===== config.mk =====
export PLATFORM = sky130hd
export DESIGN_NAME = fw_cmd_device_flat
export DESIGN_NICKNAME = d
export VERILOG_FILES = /design/src/logic/fw_cmd_pkg.sv /design/src/logic/fw_cmd_if.sv /design/src/logic/fw_cmd_device.sv /design/src/flat_wrapper.sv
export VERILOG_INCLUDE_DIRS = /design/src /design/src/logic
export SDC_FILE = /design/constraint.sdc
export NUM_CORES = 1
export LEC_CHECK = 0
export BUFFER_PORTS_ARGS = -buffer_cell sky130_fd_sc_hd__buf_2
export CAP_MARGIN = 20
export CORE_ASPECT_RATIO = 0.9
export CORE_MARGIN = 8
export CORE_UTILIZATION = 57
export CTS_CLUSTER_DIAMETER = 50
export CTS_CLUSTER_SIZE = 10
export DETAILED_ROUTE_END_ITERATION = 12
export HOLD_SLACK_MARGIN = 0.12
export PLACE_DENSITY_LB_ADDON = 0.05
export SYNTH_ARGS = -nofsm -noshare
export SYNTH_HDL_FRONTEND = slang
export SYNTH_SLANG_ARGS = --single-unit

===== constraint.sdc =====
create_clock -name mclk -period 8.3 [get_ports mclk]
set_input_delay 2.49 -clock mclk [delete_from_list [all_inputs] [get_ports mclk]]
set_output_delay 2.49 -clock mclk [all_outputs]
set_load 0.02 [all_outputs]

===== src/logic/fw_cmd_consts.svh =====
/*
  Named constants for the firmware copy and run command handling:
  command codes, request field values, status codes, timing.
  Assumes inclusion by bare name from the device and host design files.
*/
`ifndef FW_CMD_CONSTS_SVH
`define FW_CMD_CONSTS_SVH

// command codes and request layout
`define CODE_COPY 16'h0108
`define CODE_RUN 16'h0109
`define LPL_COPY 8'h01
`define LPL_RUN 8'h04
`define WAY_A_TO_B 8'hab
`define WAY_B_TO_A 8'hba
`define TARGET_MAX 8'h03
`define REPLY_LEN_COPY 8'h06
`define REPLY_LEN_RUN 8'h00
`define COPY_OK 8'h00
`define COPY_BAD 8'h01
// status codes
`define ST_IDLE 8'h00
`define ST_CAPTURED 8'h81
`define ST_CHECKING 8'h82
`define ST_EXECUTING 8'h83
`define ST_SUCCESS 8'h01
`define ST_FAIL 8'h40
`define ST_RANGE 8'h42
`define ST_CHK 8'h45
// timing: one millisecond at 50 MHz
`define CLK_MHZ 50
`define MS_CYCLES (`CLK_MHZ * 1000)

`endif


===== src/logic/fw_cmd_pkg.sv =====
/*
  Types shared by both ends of the firmware command link.
  Assumes fw_cmd_consts.svh is on the include path.
*/
package fw_cmd_pkg;
  // one request as the host writes it into the command buffer
  typedef struct packed {
    logic [15:0] command_code;
    logic [15:0] extended_payload_length;
    logic [7:0] local_payload_length;
    logic [7:0] request_check_code;
    logic [7:0] reply_length;
    logic [7:0] reply_check_code;
    logic [7:0] byte136;
    logic [7:0] byte137;
    logic [15:0] byte138_139;
  } request_t;

  // reply fields the device writes back
  typedef struct packed {
    logic [7:0] reply_length;
    logic [7:0] reply_check_code;
    logic [31:0] bytes_copied;
    logic [7:0] copy_way;
    logic [7:0] copy_outcome;
  } reply_t;

  // device phases, one-hot
  typedef enum logic [5:0] {
    DEV_IDLE = 6'h01,
    DEV_CAPTURE = 6'h02,
    DEV_CHECK = 6'h04,
    DEV_EXEC = 6'h08,
    DEV_DELAY = 6'h10,
    DEV_DONE = 6'h20
  } dev_state_t;

  // host phases, one-hot
  typedef enum logic [2:0] {
    HOST_IDLE = 3'h1,
    HOST_SEND = 3'h2,
    HOST_WAIT = 3'h4
  } host_state_t;

  // check code over the header bytes 128..132, plus byte 136 when there is any local payload and bytes 137..139 when it exceeds one byte
  function automatic logic [7:0] check_code(input request_t r);
    logic [7:0] s;
    s = r.command_code[15:8] + r.command_code[7:0]
      + r.extended_payload_length[15:8]
      + r.extended_payload_length[7:0] + r.local_payload_length;
    if (r.local_payload_length != 8'h00) begin
      s = s + r.byte136;
    end
    if (r.local_payload_length > 8'h01) begin
      s = s + r.byte137 + r.byte138_139[15:8] + r.byte138_139[7:0];
    end
    return ~s;
  endfunction
endpackage


===== src/logic/fw_cmd_if.sv =====
/*
  Link between the host controller and the module command engine.
  Models the command buffer write and the status page as plain signals;
  the two-wire bus itself lies outside.
*/
`timescale 1ns/10ps
interface fw_cmd_if;
  logic req_valid;
  fw_cmd_pkg::request_t req;
  logic busy;
  logic command_done_flag;
  logic [7:0] command_result_code;
  fw_cmd_pkg::reply_t reply;

  modport device (
    input req_valid, req,
    output busy, command_done_flag, command_result_code, reply
  );
  modport host (
    output req_valid, req,
    input busy, command_done_flag, command_result_code, reply
  );
endinterface // fw_cmd_if


===== src/logic/fw_cmd_device.sv =====
/*
  Module-side engine for the copy-image and run-image commands.
  Assumes the host holds each request stable while req_valid is high and
  a flash copier answers copy_start with copy_done within bounded time.
*/
// How it works
// - copy request: code 0108h, payload one byte
// - byte 136 picks copy way ABh/BAh
// - copy reply length 6, bytes copied
// - echo performed copy way in reply
// - copy outcome 00h good, 01h bad
// - byte 137 picks reset target 0-3
// - reset waits delay ms after done flag
// - host expects early reset at zero delay
// - run time bounded by ordinary reboot time
// - done flag set when either command ends
// - busy phases captured, checking, executing shown
// - final status codes success or failure kinds
// - request check code verified by device
// - host may prefill reply length, check code
// - copy support optional, parameter enables it
`timescale 1ns/10ps
`include "fw_cmd_consts.svh"
module fw_cmd_device #(
  parameter bit COPY_SUPPORTED = 1'b1,
  parameter int DELAY_UNIT = `MS_CYCLES
) (
  // clock and reset
  input wire logic mclk,
  input wire logic reset_n,
  input wire logic clk_en,
  // link to host
  fw_cmd_if.device link,
  // flash copier
  output logic copy_start,
  output logic [7:0] copy_way_out,
  input wire logic copy_done,
  input wire logic copy_fail,
  input wire logic [31:0] copy_count,
  // image reset request
  output logic reset_pulse,
  output logic [1:0] reset_target
);
  // ------------------------------------------------------------
  // parameter checks
  // ------------------------------------------------------------
  // a unit below one would wrap the tick limit and stretch each delay step to billions of cycles
  if (DELAY_UNIT < 1) begin : g_bad_unit
    $error("DELAY_UNIT must be positive");
  end

  typedef struct packed {
    fw_cmd_pkg::dev_state_t st;
    fw_cmd_pkg::request_t req;
    logic is_run;
    logic [7:0] result;
    logic done;
    logic start;
    logic rst;
    logic [1:0] target;
    logic [15:0] ms_left;
    logic [31:0] tick;
    fw_cmd_pkg::reply_t reply;
  } dev_t;

  dev_t cur;
  dev_t next_cur;

  // ------------------------------------------------------------
  // request decode
  // ------------------------------------------------------------
  // decode and sanity of a captured request; a bad check code is
  // reported before any field of the request is trusted
  function automatic logic [7:0] verdict(input fw_cmd_pkg::request_t r);
    logic cp;
    logic rn;
    cp = r.command_code == `CODE_COPY;
    rn = r.command_code == `CODE_RUN;
    if (fw_cmd_pkg::check_code(r) != r.request_check_code) begin
      return `ST_CHK;
    end
    if (cp && !COPY_SUPPORTED) begin
      return `ST_RANGE;
    end
    if (cp && (r.extended_payload_length == 16'h0000)
        && r.local_payload_length == `LPL_COPY
        && (r.byte136 == `WAY_A_TO_B || r.byte136 == `WAY_B_TO_A)) begin
      return `ST_EXECUTING;
    end
    if (rn && (r.extended_payload_length == 16'h0000)
        && r.local_payload_length == `LPL_RUN && r.byte136 == 8'h00
        && r.byte137 <= `TARGET_MAX) begin
      return `ST_EXECUTING;
    end
    return `ST_RANGE;
  endfunction

  // reply check code: inverted byte sum of the copy reply fields
  function automatic logic [7:0] reply_sum(input logic [31:0] n,
                                           input logic [7:0] way,
                                           input logic [7:0] outcome);
    logic [7:0] s;
    s = `REPLY_LEN_COPY + n[31:24] + n[23:16] + n[15:8] + n[7:0]
      + way + outcome;
    return ~s;
  endfunction

  // ------------------------------------------------------------
  // next state
  // ------------------------------------------------------------
  always_comb begin
    logic [7:0] judged;
    judged = verdict(cur.req);
    next_cur = cur;
    next_cur.start = 1'b0;
    next_cur.rst = 1'b0;
    case (cur.st)
      fw_cmd_pkg::DEV_IDLE,
      fw_cmd_pkg::DEV_DONE: begin
        if (link.req_valid) begin
          next_cur.req = link.req;
          next_cur.done = 1'b0;
          next_cur.result = `ST_CAPTURED;
          next_cur.st = fw_cmd_pkg::DEV_CAPTURE;
        end
      end
      fw_cmd_pkg::DEV_CAPTURE: begin
        next_cur.result = `ST_CHECKING;
        next_cur.st = fw_cmd_pkg::DEV_CHECK;
      end
      fw_cmd_pkg::DEV_CHECK: begin
        next_cur.is_run = cur.req.command_code == `CODE_RUN;
        if (judged == `ST_EXECUTING) begin
          next_cur.result = `ST_EXECUTING;
          next_cur.st = fw_cmd_pkg::DEV_EXEC;
          next_cur.start = cur.req.command_code == `CODE_COPY;
        end else begin
          next_cur.result = judged;
          next_cur.done = 1'b1;
          next_cur.st = fw_cmd_pkg::DEV_DONE;
        end
      end
      fw_cmd_pkg::DEV_EXEC: begin
        if (cur.is_run) begin
          // run reports success first, then resets after the delay
          next_cur.result = `ST_SUCCESS;
          next_cur.reply.reply_length = `REPLY_LEN_RUN;
          next_cur.reply.reply_check_code = 8'hff;
          next_cur.done = 1'b1;
          next_cur.target = cur.req.byte137[1:0];
          next_cur.ms_left = cur.req.byte138_139;
          next_cur.tick = 32'h0000_0000;
          next_cur.st = fw_cmd_pkg::DEV_DELAY;
        end else if (copy_done) begin
          next_cur.reply.reply_length = `REPLY_LEN_COPY;
          next_cur.reply.bytes_copied = copy_count;
          next_cur.reply.copy_way = cur.req.byte136;
          next_cur.reply.copy_outcome =
            copy_fail ? `COPY_BAD : `COPY_OK;
          next_cur.reply.reply_check_code = reply_sum(copy_count,
            cur.req.byte136, copy_fail ? `COPY_BAD : `COPY_OK);
          next_cur.result = copy_fail ? `ST_FAIL : `ST_SUCCESS;
          next_cur.done = 1'b1;
          next_cur.st = fw_cmd_pkg::DEV_DONE;
        end
      end
      fw_cmd_pkg::DEV_DELAY: begin
        // counting from the done flag keeps the run bounded by the delay
        if (cur.ms_left == 16'h0000) begin
          next_cur.rst = 1'b1;
          next_cur.st = fw_cmd_pkg::DEV_IDLE;
        end else if (cur.tick == 32'(DELAY_UNIT - 1)) begin
          next_cur.tick = 32'h0000_0000;
          next_cur.ms_left = cur.ms_left - 16'h0001;
        end else begin
          next_cur.tick = cur.tick + 32'h0000_0001;
        end
      end
      default: begin
        next_cur.st = fw_cmd_pkg::DEV_IDLE;
      end
    endcase
  end

  // ------------------------------------------------------------
  // state register
  // ------------------------------------------------------------
  always_ff @(posedge mclk) begin
    if (!reset_n) begin
      cur <= '0;
      cur.st <= fw_cmd_pkg::DEV_IDLE;
    end else if (clk_en) begin
      cur <= next_cur;
    end
  end

  // ------------------------------------------------------------
  // outputs
  // ------------------------------------------------------------
  // busy drops in the reset delay so the host can read the result;
  // a request sent then is ignored, so the host must not send one
  assign link.busy = !(cur.st == fw_cmd_pkg::DEV_IDLE
                       || cur.st == fw_cmd_pkg::DEV_DONE
                       || cur.st == fw_cmd_pkg::DEV_DELAY);
  assign link.command_done_flag = cur.done;
  assign link.command_result_code = cur.result;
  assign link.reply = cur.reply;
  assign copy_start = cur.start;
  assign copy_way_out = cur.req.byte136;
  assign reset_pulse = cur.rst;
  assign reset_target = cur.target;
endmodule // fw_cmd_device


===== src/flat_wrapper.sv =====
// flat-port wrapper written by rule: the top's interface ports become plain ports
module fw_cmd_device_flat 
#(
  parameter bit COPY_SUPPORTED = 1'b1,
  parameter int DELAY_UNIT = `MS_CYCLES
)
  (mclk, reset_n, clk_en, copy_start, copy_way_out, copy_done, copy_fail, copy_count, reset_pulse, reset_target, link_req_valid, link_req, link_busy, link_command_done_flag, link_command_result_code, link_reply);
  fw_cmd_if link_i ();
  input wire logic mclk;
  input wire logic reset_n;
  input wire logic clk_en;
  output logic copy_start;
  output logic [7:0] copy_way_out;
  input wire logic copy_done;
  input wire logic copy_fail;
  input wire logic [31:0] copy_count;
  output logic reset_pulse;
  output logic [1:0] reset_target;
  input wire logic [$bits(link_i.req_valid)-1:0] link_req_valid;
  input wire logic [$bits(link_i.req)-1:0] link_req;
  output wire logic [$bits(link_i.busy)-1:0] link_busy;
  output wire logic [$bits(link_i.command_done_flag)-1:0] link_command_done_flag;
  output wire logic [$bits(link_i.command_result_code)-1:0] link_command_result_code;
  output wire logic [$bits(link_i.reply)-1:0] link_reply;
  assign link_i.req_valid = link_req_valid;
  assign link_i.req = link_req;
  assign link_busy = link_i.busy;
  assign link_command_done_flag = link_i.command_done_flag;
  assign link_command_result_code = link_i.command_result_code;
  assign link_reply = link_i.reply;
  fw_cmd_device #(.COPY_SUPPORTED(COPY_SUPPORTED), .DELAY_UNIT(DELAY_UNIT)) u_core (.mclk(mclk), .reset_n(reset_n), .clk_en(clk_en), .link(link_i), .copy_start(copy_start), .copy_way_out(copy_way_out), .copy_done(copy_done), .copy_fail(copy_fail), .copy_count(copy_count), .reset_pulse(reset_pulse), .reset_target(reset_target));
endmodule

Yosys cells after proc, flatten, opt, wreduce, memory -nomap -nowiden
Cells that the tools add are included.
{"block": "classes", "eq_ne": 22, "mux": 40, "bitwise": 3, "add_sub_neg": 16, "order_cmp": 2, "reduce_logical": 30}
{"operator": "adder 8 bit", "count": 13}
{"operator": "2-to-1 mux 102 bit", "count": 1}
{"operator": "2-to-1 mux 48 bit", "count": 2}
{"operator": "one-hot mux 48 bit (2 select lines)", "count": 1}
{"operator": "2-to-1 mux 8 bit", "count": 9}
{"operator": "2-to-1 mux 64 bit", "count": 1}
{"operator": "adder 32 x 1 -> 32 bit (second input constant)", "count": 1}
{"operator": "equality test 16 x 9 -> 1 bit (second input constant)", "count": 2}
{"operator": "equality test 32 x 16 -> 1 bit (second input constant)", "count": 1}
{"operator": "logical NOT 16 bit", "count": 2}
{"operator": "2-to-1 mux 16 bit", "count": 2}
{"operator": "2-to-1 mux 32 bit", "count": 1}
{"operator": "one-hot mux 8 bit (4 select lines)", "count": 1}
{"operator": "one-hot mux 6 bit (5 select lines)", "count": 1}
{"operator": "2-to-1 mux 9 bit", "count": 3}
{"operator": "equality test 8 bit (second input constant)", "count": 3}
{"operator": "2-to-1 mux 6 bit", "count": 4}
{"operator": "inverter 8 bit", "count": 2}
{"operator": "AND reduction 4 bit", "count": 4}
{"operator": "subtractor 16 x 1 -> 16 bit (second input constant)", "count": 1}
{"operator": "2-to-1 mux 1 bit", "count": 12}
{"operator": "AND reduction 5 bit", "count": 2}
{"operator": "AND reduction 3 bit", "count": 3}
{"operator": "adder 3 x 8 -> 8 bit (first input constant)", "count": 1}
{"operator": "other kinds (27)", "count": 40}
{"block": "totals", "wordCells": 136, "input_bits": 134, "ff_bits": 228, "output_inout_bits": 86}

Depth between registers and ports, before layout
Gate-level depths: netlist (run 1).
{"block": "logic_depth", "ltp_word": 22, "depth_mapped": 30, "ltp_nobuf": 30}

Least setup slack after synthesis (run 1)
Ideal clock, no wire load.
{"block": "synth_timing", "path_kind": "register to register", "from": "register u_core.cur[183] (netlist bit)", "to": "register u_core.cur (netlist bit u_core.link.command_result_code[1])", "path_stages_with_launch": 26, "period_less_slack_ps": 6760, "t_required_ps": 8184, "path_slack_ps": 1540, "n_path_buf": 0, "setup_ps": 116, "arrival_ps": 6644, "cell_sequence": "dfxtp_1 -> fa_1 -> fa_1 -> fa_1 -> ha_1 -> inv_1 -> fa_1 -> nand2b_1 -> a21oi_1 -> xnor2_1 -> ha_1 -> nor2b_1 -> a221o_1 -> a211oi_1 -> mux2i_1 -> fa_1 -> inv_1 -> fa_1 -> inv_1 -> ha_1 -> a21oi_1 -> xnor2_1 -> xnor2_1 -> a211o_1 -> and4_1 -> a31o_2"}
{"block": "synth_between", "elab_chain_cells": 14, "word_cells_on_any_way": 32, "classes_between": "add/sub (5); order compare (1); eq/ne (4); mux (15); bitwise (1); reduce/logical (6)"}
{"element": "from (decl)", "line": "fw_cmd_device.sv:66", "rtl": "dev_t cur;"}
{"element": "from (signal assigned)", "line": "fw_cmd_device.sv:193", "rtl": "cur <= next_cur;"}
{"element": "adder 8 bit", "line": "fw_cmd_pkg.sv:50", "rtl": "+ r.extended_payload_length[7:0] + r.local_payload_length;"}
{"element": "adder 8 bit", "line": "fw_cmd_pkg.sv:52", "rtl": "s = s + r.byte136;"}
{"element": "2-to-1 mux 8 bit", "line": "fw_cmd_pkg.sv:51", "rtl": "if (r.local_payload_length != 8'h00) begin"}
{"element": "adder 8 bit (3 in series)", "line": "fw_cmd_pkg.sv:55", "rtl": "s = s + r.byte137 + r.byte138_139[15:8] + r.byte138_139[7:0];"}
{"element": "2-to-1 mux 8 bit", "line": "fw_cmd_pkg.sv:54", "rtl": "if (r.local_payload_length > 8'h01) begin"}
{"element": "inverter 8 bit", "line": "fw_cmd_pkg.sv:57", "rtl": "return ~s;"}
{"element": "inequality test 8 bit", "line": "fw_cmd_device.sv:79", "rtl": "if (fw_cmd_pkg::check_code(r) != r.request_check_code) begin"}
{"element": "2-to-1 mux 1 bit", "line": "fw_cmd_device.sv:79"}
{"element": "2-to-1 mux 8 bit (*)", "line": "fw_cmd_device.sv:82", "rtl": "if (cp && !COPY_SUPPORTED) begin"}
{"element": "equality test 8 bit (no source line)"}
{"element": "2-to-1 mux 8 bit (*)", "line": "fw_cmd_device.sv:133", "rtl": "if (judged == `ST_EXECUTING) begin"}
{"element": "one-hot mux 8 bit (4 select lines) (*)", "line": "fw_cmd_device.sv:117", "rtl": "case (cur.st)"}
Every way passes the cells marked *; elsewhere a longest branch is shown, timed or not. The select of a mux whose other input is x is not followed.
A chain may end at the register's enable or synchronous reset.

Final worst setup path (run 1)
{"block": "layout_timing", "from": "register u_core.cur[184] (netlist bit)", "to": "register u_core.cur (netlist bit u_core.link.command_result_code[1])"}
Same word-level chain as after synthesis.

==> out/summary.txt, run 1 <==
Post-CTS Hold Buffers - 0
RD Place Congestion - 0.889
WS Path Type - reg2reg
die span in x - 168 µm
total track usage - 23.5%
Worst-Margin Slew - 1.05 ns
CTS buffer count - 17
P_sw - 843 µW
CTS HTree Levels - 4
DR pass1 iterations - 5
root cell of the clock tree - clkbuf_16
Critical Path End - u_core.link.command_result_code[1]
Leak - 0.00539 µW
Synth Area in XOR/XNOR - 5.00%
vias per cell - 5.46
Mapped Cells - 1427
reg2reg path depth - 24
Adder-Cell Fraction of Synth Area - 13.4%
Vias - 9738
FF/Latch Area - 3900 µm²
Multi-input gate area - 6830 µm²
Power Density - 200 nW/µm²
max frequency - 133 MHz
TNS Setup - 0 ns
number of fill cells - 1893
HP Start - u_core.link.reply[10]
PortBufs - 187
post-synth top area share - 33.0%
Hold Slack - 0.464 ns
largest net degree at the start of global routing - 117
CP Max Fanout - 8
most frequent cells in the layout - nand2_1, dfxtp_1, buf_2
clk_lat worst skew - 0.44 ns
unrepaired setup endpoints after global routing - no
first-pass GRT wire length - 49200 µm
Final Util - 63.1%
Ports - 220
Power Internal - 1750 µW
Finished Layout Cells - 1783
full die area - 25600 µm²
Die Ht - 153 µm
syn_area_per_cell - 8.29 µm²
nets@finish - 1736
clk buf depth - 2
vias in the first global route - 9486
Max IR drop VDD - 0.105 mV
sequential share of power - 38.0%
starting density of the core - 57.5%
Initial DRC Count - 629
startpoint types - register
capture point of the worst reg-to-reg path - u_core.link.command_result_code[1]
commonest non-fill, non-tap cell in the layout - nand2_1
DRC - 0
Synth area leaders - dfxtp_1, fa_1, nand2_1
Max Clock Skew - 0.0134 ns
GRT overflow - 0
drt total wl - 30300 µm
largest family of logic cells by synthesized area - simple AND/OR/NAND/NOR gates
dpl cells - 1750
average routed wire per standard cell - 17.0 µm
row cnt - 50
proportion of layout cells with a drive suffix above 1 - 16.1%
Core Area - 20600 µm²
Area Overhead vs Synth - 9.86%
CTS tree - built
Final ANT Viol Nets - 0
Setup crit end kind - register
Arr. time, crit path - 7.84 ns
combinational share of power - 27.2%
Setup Buffers After CTS - 0
Reg clk slew, reported paths - 0.07 ns
post-synth cell types - 64
Final Slew Violations - 0
crit path from - u_core.cur[184]
WP data required - 8.63 ns
Synth async-reset ratio - 0%
dpl hpwl - 22600 µm
Clock power frac - 34.7%
Fin. Hold Viols - 0
Max Cap Violations - 0
HP Class - reg2reg
post-synthesis compound-gate area fraction - 17.0%
Resized Gates After CTS - 0
Synth Area in Simple Gates - 20.9%
Clock Sinks - 195
R2R Setup Slk - 0.79 ns
Netlist Area Pre-Place - 11800 µm²
outcome - finished, final reports clean
Sw Ratio - 32.4%
initial antenna violation count - 3
cell taking the most area after synthesis - dfxtp_1
Post-synth EDFFs - 0
Final period util - 90.4%
Final min period - 7.51 ns
Rel. slew slack - 29.9%
post-synthesis register bit count - 195
mux contribution to synthesized area - 0.846%
Yosys warnings - 0
Critical R2R Launch - u_core.cur[184]
final setup fails - 0
sequential element share of the synthesized area - 33.0%
Main synth FF type - dfxtp_1
## cell usage after synthesis (5+ instances only)
library cell and n:
nor2b_1 14, xnor2_1 49, nor3b_1 6, fa_1 56, a211oi_1 8, o221a_2 7
nand3_1 25, nand3b_1 6, a21o_1 10, dfxtp_1 195, a22oi_1 5, nor3_1 24
buf_4 82, clkbuf_1 62, and2_1 14, a31oi_1 7, ha_1 37, mux2i_1 10
nor4_1 24, nand4_1 8, inv_1 82, a21boi_0 126, or3_1 9, o22ai_1 5
nor2_1 82, xor2_1 16, o21ai_0 46, a21oi_1 50, and3_1 15, nand2_1 291
## worst min path at each step
stage / endpoint / slack (ns) / cells past startpoint
floorplan: u_core.cur[102] / 0.43 / 2
global placement: u_core.cur[102] / 0.45 / 2
detailed placement: u_core.link.reply[10] / 0.46 / 2
CTS: u_core.link.reply[10] / 0.47 / 2
global route: u_core.link.reply[10] / 0.49 / 2
finish: u_core.link.reply[10] / 0.46 / 2
## state kept, by name, summed over array words and instances, names as in the netlist
name	flops
u_core.link.command_done_flag	1
u_core.reset_target	2
u_core.copy_start	1
u_core.reset_pulse	1
u_core.link.reply	50
u_core.copy_way_out	8
u_core.link.command_result_code	5
u_core.cur	127
## stage by stage
step                      total power, µW  area, µm²  worst slack (ns)
final                                2600      13000             0.794
after global routing                 2740      13000             0.419
after CTS                            2610      13000             0.817
after detailed placement             1710      12300             0.843
after global placement               1690      12300             0.987
after floorplan                      1540      11900              1.54
## power groups by stage
| stage | Clock [µW] | Sequential, µW | Combinational [µW] |
|---|---|---|---|
| 2_1_floorplan | 0 | 997 | 540 |
| 3_3_place_gp | 0 | 1010 | 680 |
| 3_5_place_dp | 0 | 1010 | 699 |
| 4_1_cts | 914 | 988 | 710 |
| 5_1_grt | 956 | 992 | 796 |
| 6_report | 901 | 988 | 707 |
## logic make-up after synthesis
kind of cell,after synthesis
compound gates,293
xor+xnor,66
fa+ha+maj,93
buf+inv,227
flops,195
mux,10
other cells,1
simple gates,542
## metal layers
metal	wire length [µm]	part of all wire, %	vias to the layer above	track usage, %
li1	-	-	4855	-
met5	22	0.073	-	0
met2	13800	45	278	37.1
met3	1950	6.4	49	6.16
met1	13900	46	4552	31.1
met4	642	2.1	4	7.18
## final cells by class
cell class	instances	share of cell area (%)
diodes	1	0.0193
clock buffers	17	3.27
clock inverters	15	1.66
inverters	82	2.37
multi-input cells	1020	52.6
flip-flops and latches	195	30.0
well taps	260	2.50
repair buffers	193	7.57
## worst max-delay path, stage by stage (launching register included)
cell	delay (ns)
dfxtp_1	0.49
fa_1	0.47
fa_1	0.49
fa_1	0.54
inv_1	0.06
fa_1	0.44
nand2b_1	0.16
a21oi_1	0.20
xnor2_1	0.31
ha_1	0.42
nor2b_1	0.19
a221o_1	0.33
a211oi_1	0.43
mux2i_1	0.20
fa_1	0.52
inv_1	0.06
fa_1	0.51
inv_1	0.05
ha_1	0.31
a21oi_1	0.16
xnor2_1	0.16
xnor2_1	0.11
a211o_1	0.35
and4_1	0.22
a31o_2	0.23
No activity file was read; power rests on OpenSTA's default activity.
==> run 2: changes to the inputs <==
==> constraint.sdc (replaced) <==
create_clock -name mclk -period 8.3 [get_ports mclk]
set_input_delay 0.415 -clock mclk [delete_from_list [all_inputs] [get_ports mclk]]
set_output_delay 0.415 -clock mclk [all_outputs]
set_load 0.02 [all_outputs]
==> run 2 against run 1 <==
Net effect: register-to-register slack improved by 0.06 ns; count of clock-buffer cells in the layout grew 3; wire length is essentially flat; die area is the same; first-iteration DRC count is 14% higher; flip-flop and latch count is the same; critical path type unchanged; largest power group unchanged.
==> out/summary.txt, run 2 (synthesis results as in run 1) <==
commonest non-fill, non-tap cell in the layout - nand2_1
placed instance area - 12400 µm²
Top reg by flops - u_core.cur
FF/Latch Area - 3900 µm²
full die area - 25600 µm²
CP peak stage delay - 0.57 ns
startpoint types - register
Final ANT Viol Nets - 0
largest net degree at the start of global routing - 114
starting density of the core - 57.5%
HP Class - in2reg
Area Overhead vs Synth - 9.80%
proportion of layout cells with a drive suffix above 1 - 16.1%
Worst-Margin Slew - 0.959 ns
Die Ht - 153 µm
Final min period - 7.44 ns
GRT overflow - 0
DR pass1 iterations - 5
clk_lat worst skew - 0.45 ns
PortBufs - 187
Reg clk slew, reported paths - 0.08 ns
Rel. slew slack - 36.1%
dpl hpwl - 22600 µm
Leak - 0.00539 µW
Hold Slack - 0.208 ns
CP dominant cell by count - fa_1
row cnt - 50
Max Clock Skew - 0.0167 ns
Final period util - 89.7%
Max Cap Violations - 0
Crit path max-delay family - adder cells
CP max stage cell - fa_1
outcome - finished, final reports clean
initial antenna violation count - 2
RD Place Congestion - 0.891
drt total wl - 30300 µm
Post-CTS Hold Buffers - 0
CP Max Fanout - 8
Fin. Hold Viols - 0
WP data required - 8.63 ns
Vias - 9676
Power Density - 196 nW/µm²
clk buf depth - 2
number of fill cells - 1888
final setup fails - 0
average routed wire per standard cell - 17.0 µm
Ports - 220
nets@finish - 1738
Multi-input gate area - 6830 µm²
Setup crit end kind - register
max reg flops - 127
Core Area - 20600 µm²
Max IR drop VDD - 0.122 mV
DRC - 0
Clock Sinks - 195
vias in the first global route - 9440
Resized Gates After CTS - 0
CTS buffer count - 17
pre-CTS WS - 0.922 ns
TNS Setup - 0 ns
Final WS setup - 0.857 ns
Arr. time, crit path - 7.77 ns
WS Path Type - reg2reg
vias per cell - 5.42
total track usage - 23.7%
most frequent cells in the layout - nand2_1, dfxtp_1, buf_2
Setup Buffers After CTS - 0
CTS HTree Levels - 4
Final Util - 63.1%
unrepaired setup endpoints after global routing - no
first-pass GRT wire length - 49400 µm
design area - 13000 µm²
CTS tree - built
root cell of the clock tree - clkbuf_16
Final Slew Violations - 0
max frequency - 134 MHz
R2R Setup Slk - 0.86 ns
Initial DRC Count - 719
Critical R2R Launch - u_core.cur[183]
die span in x - 168 µm
HP Start - link_req[5]
worst path bufs/invs - 3
crit path from - u_core.cur[183]
## run 2: cell types whose count changed in the layout (fill, tap and decap cells not counted)
cell and delta:
clkbuf_8 +2, inv_6 +1, clkinv_4 -1, clkbuf_1 +1
bufinv_16 -1, inv_8 -1, buf_16 +1, buf_4 +1
clkinv_8 -2
## run 2: where the power goes
group	switching, µW	internal, µW	leakage (µW)
combinational	398	308	0.00352
clock	388	468	0.000288
sequential	30.9	957	0.00158
total	818	1730	0.00539
## run 2: layer usage
layer  share of wire [%]  vias to the layer above  GRT usage (%)  wire, µm
met5               0.026                        -              0         8
met4                 1.5                        2           6.16       466
met3                 6.6                       34           5.78      2010
met2                  46                      269           37.9     13900
met1                  46                     4515           31.5     13900
li1                    -                     4856              -         -
## run 2: final timing paths
kind	cells past startpoint	end
max	25	u_core.link.command_result_code[1]
min reg2reg	2	u_core.link.reply[41]
max reg2reg	25	u_core.link.command_result_code[1]
min	3	u_core.cur[131]
## run 2: per-stage QoR
step / power, µW / std cells
2_1_floorplan: 1540 / 1442
3_3_place_gp: 1690 / 1751
3_5_place_dp: 1710 / 1751
4_1_cts: 2570 / 1782
5_1_grt: 2700 / 1784
6_report: 2550 / 1784
## run 2: final cells by class
type | count | share of cell area [%]
multi-input cells | 1020 | 52.6
well taps | 260 | 2.51
inverters | 82 | 2.37
repair buffers | 195 | 7.84
clock inverters | 11 | 1.09
flip-flops and latches | 195 | 30.1
diodes | 1 | 0.0193
clock buffers | 20 | 3.52
## run 2: tightest hold or removal path, delay by kind of cell
family | cells | cell delay (ns)
simple gates | 1 | 0.04
buf+inv | 1 | 0.09
compound gates | 1 | 0.06
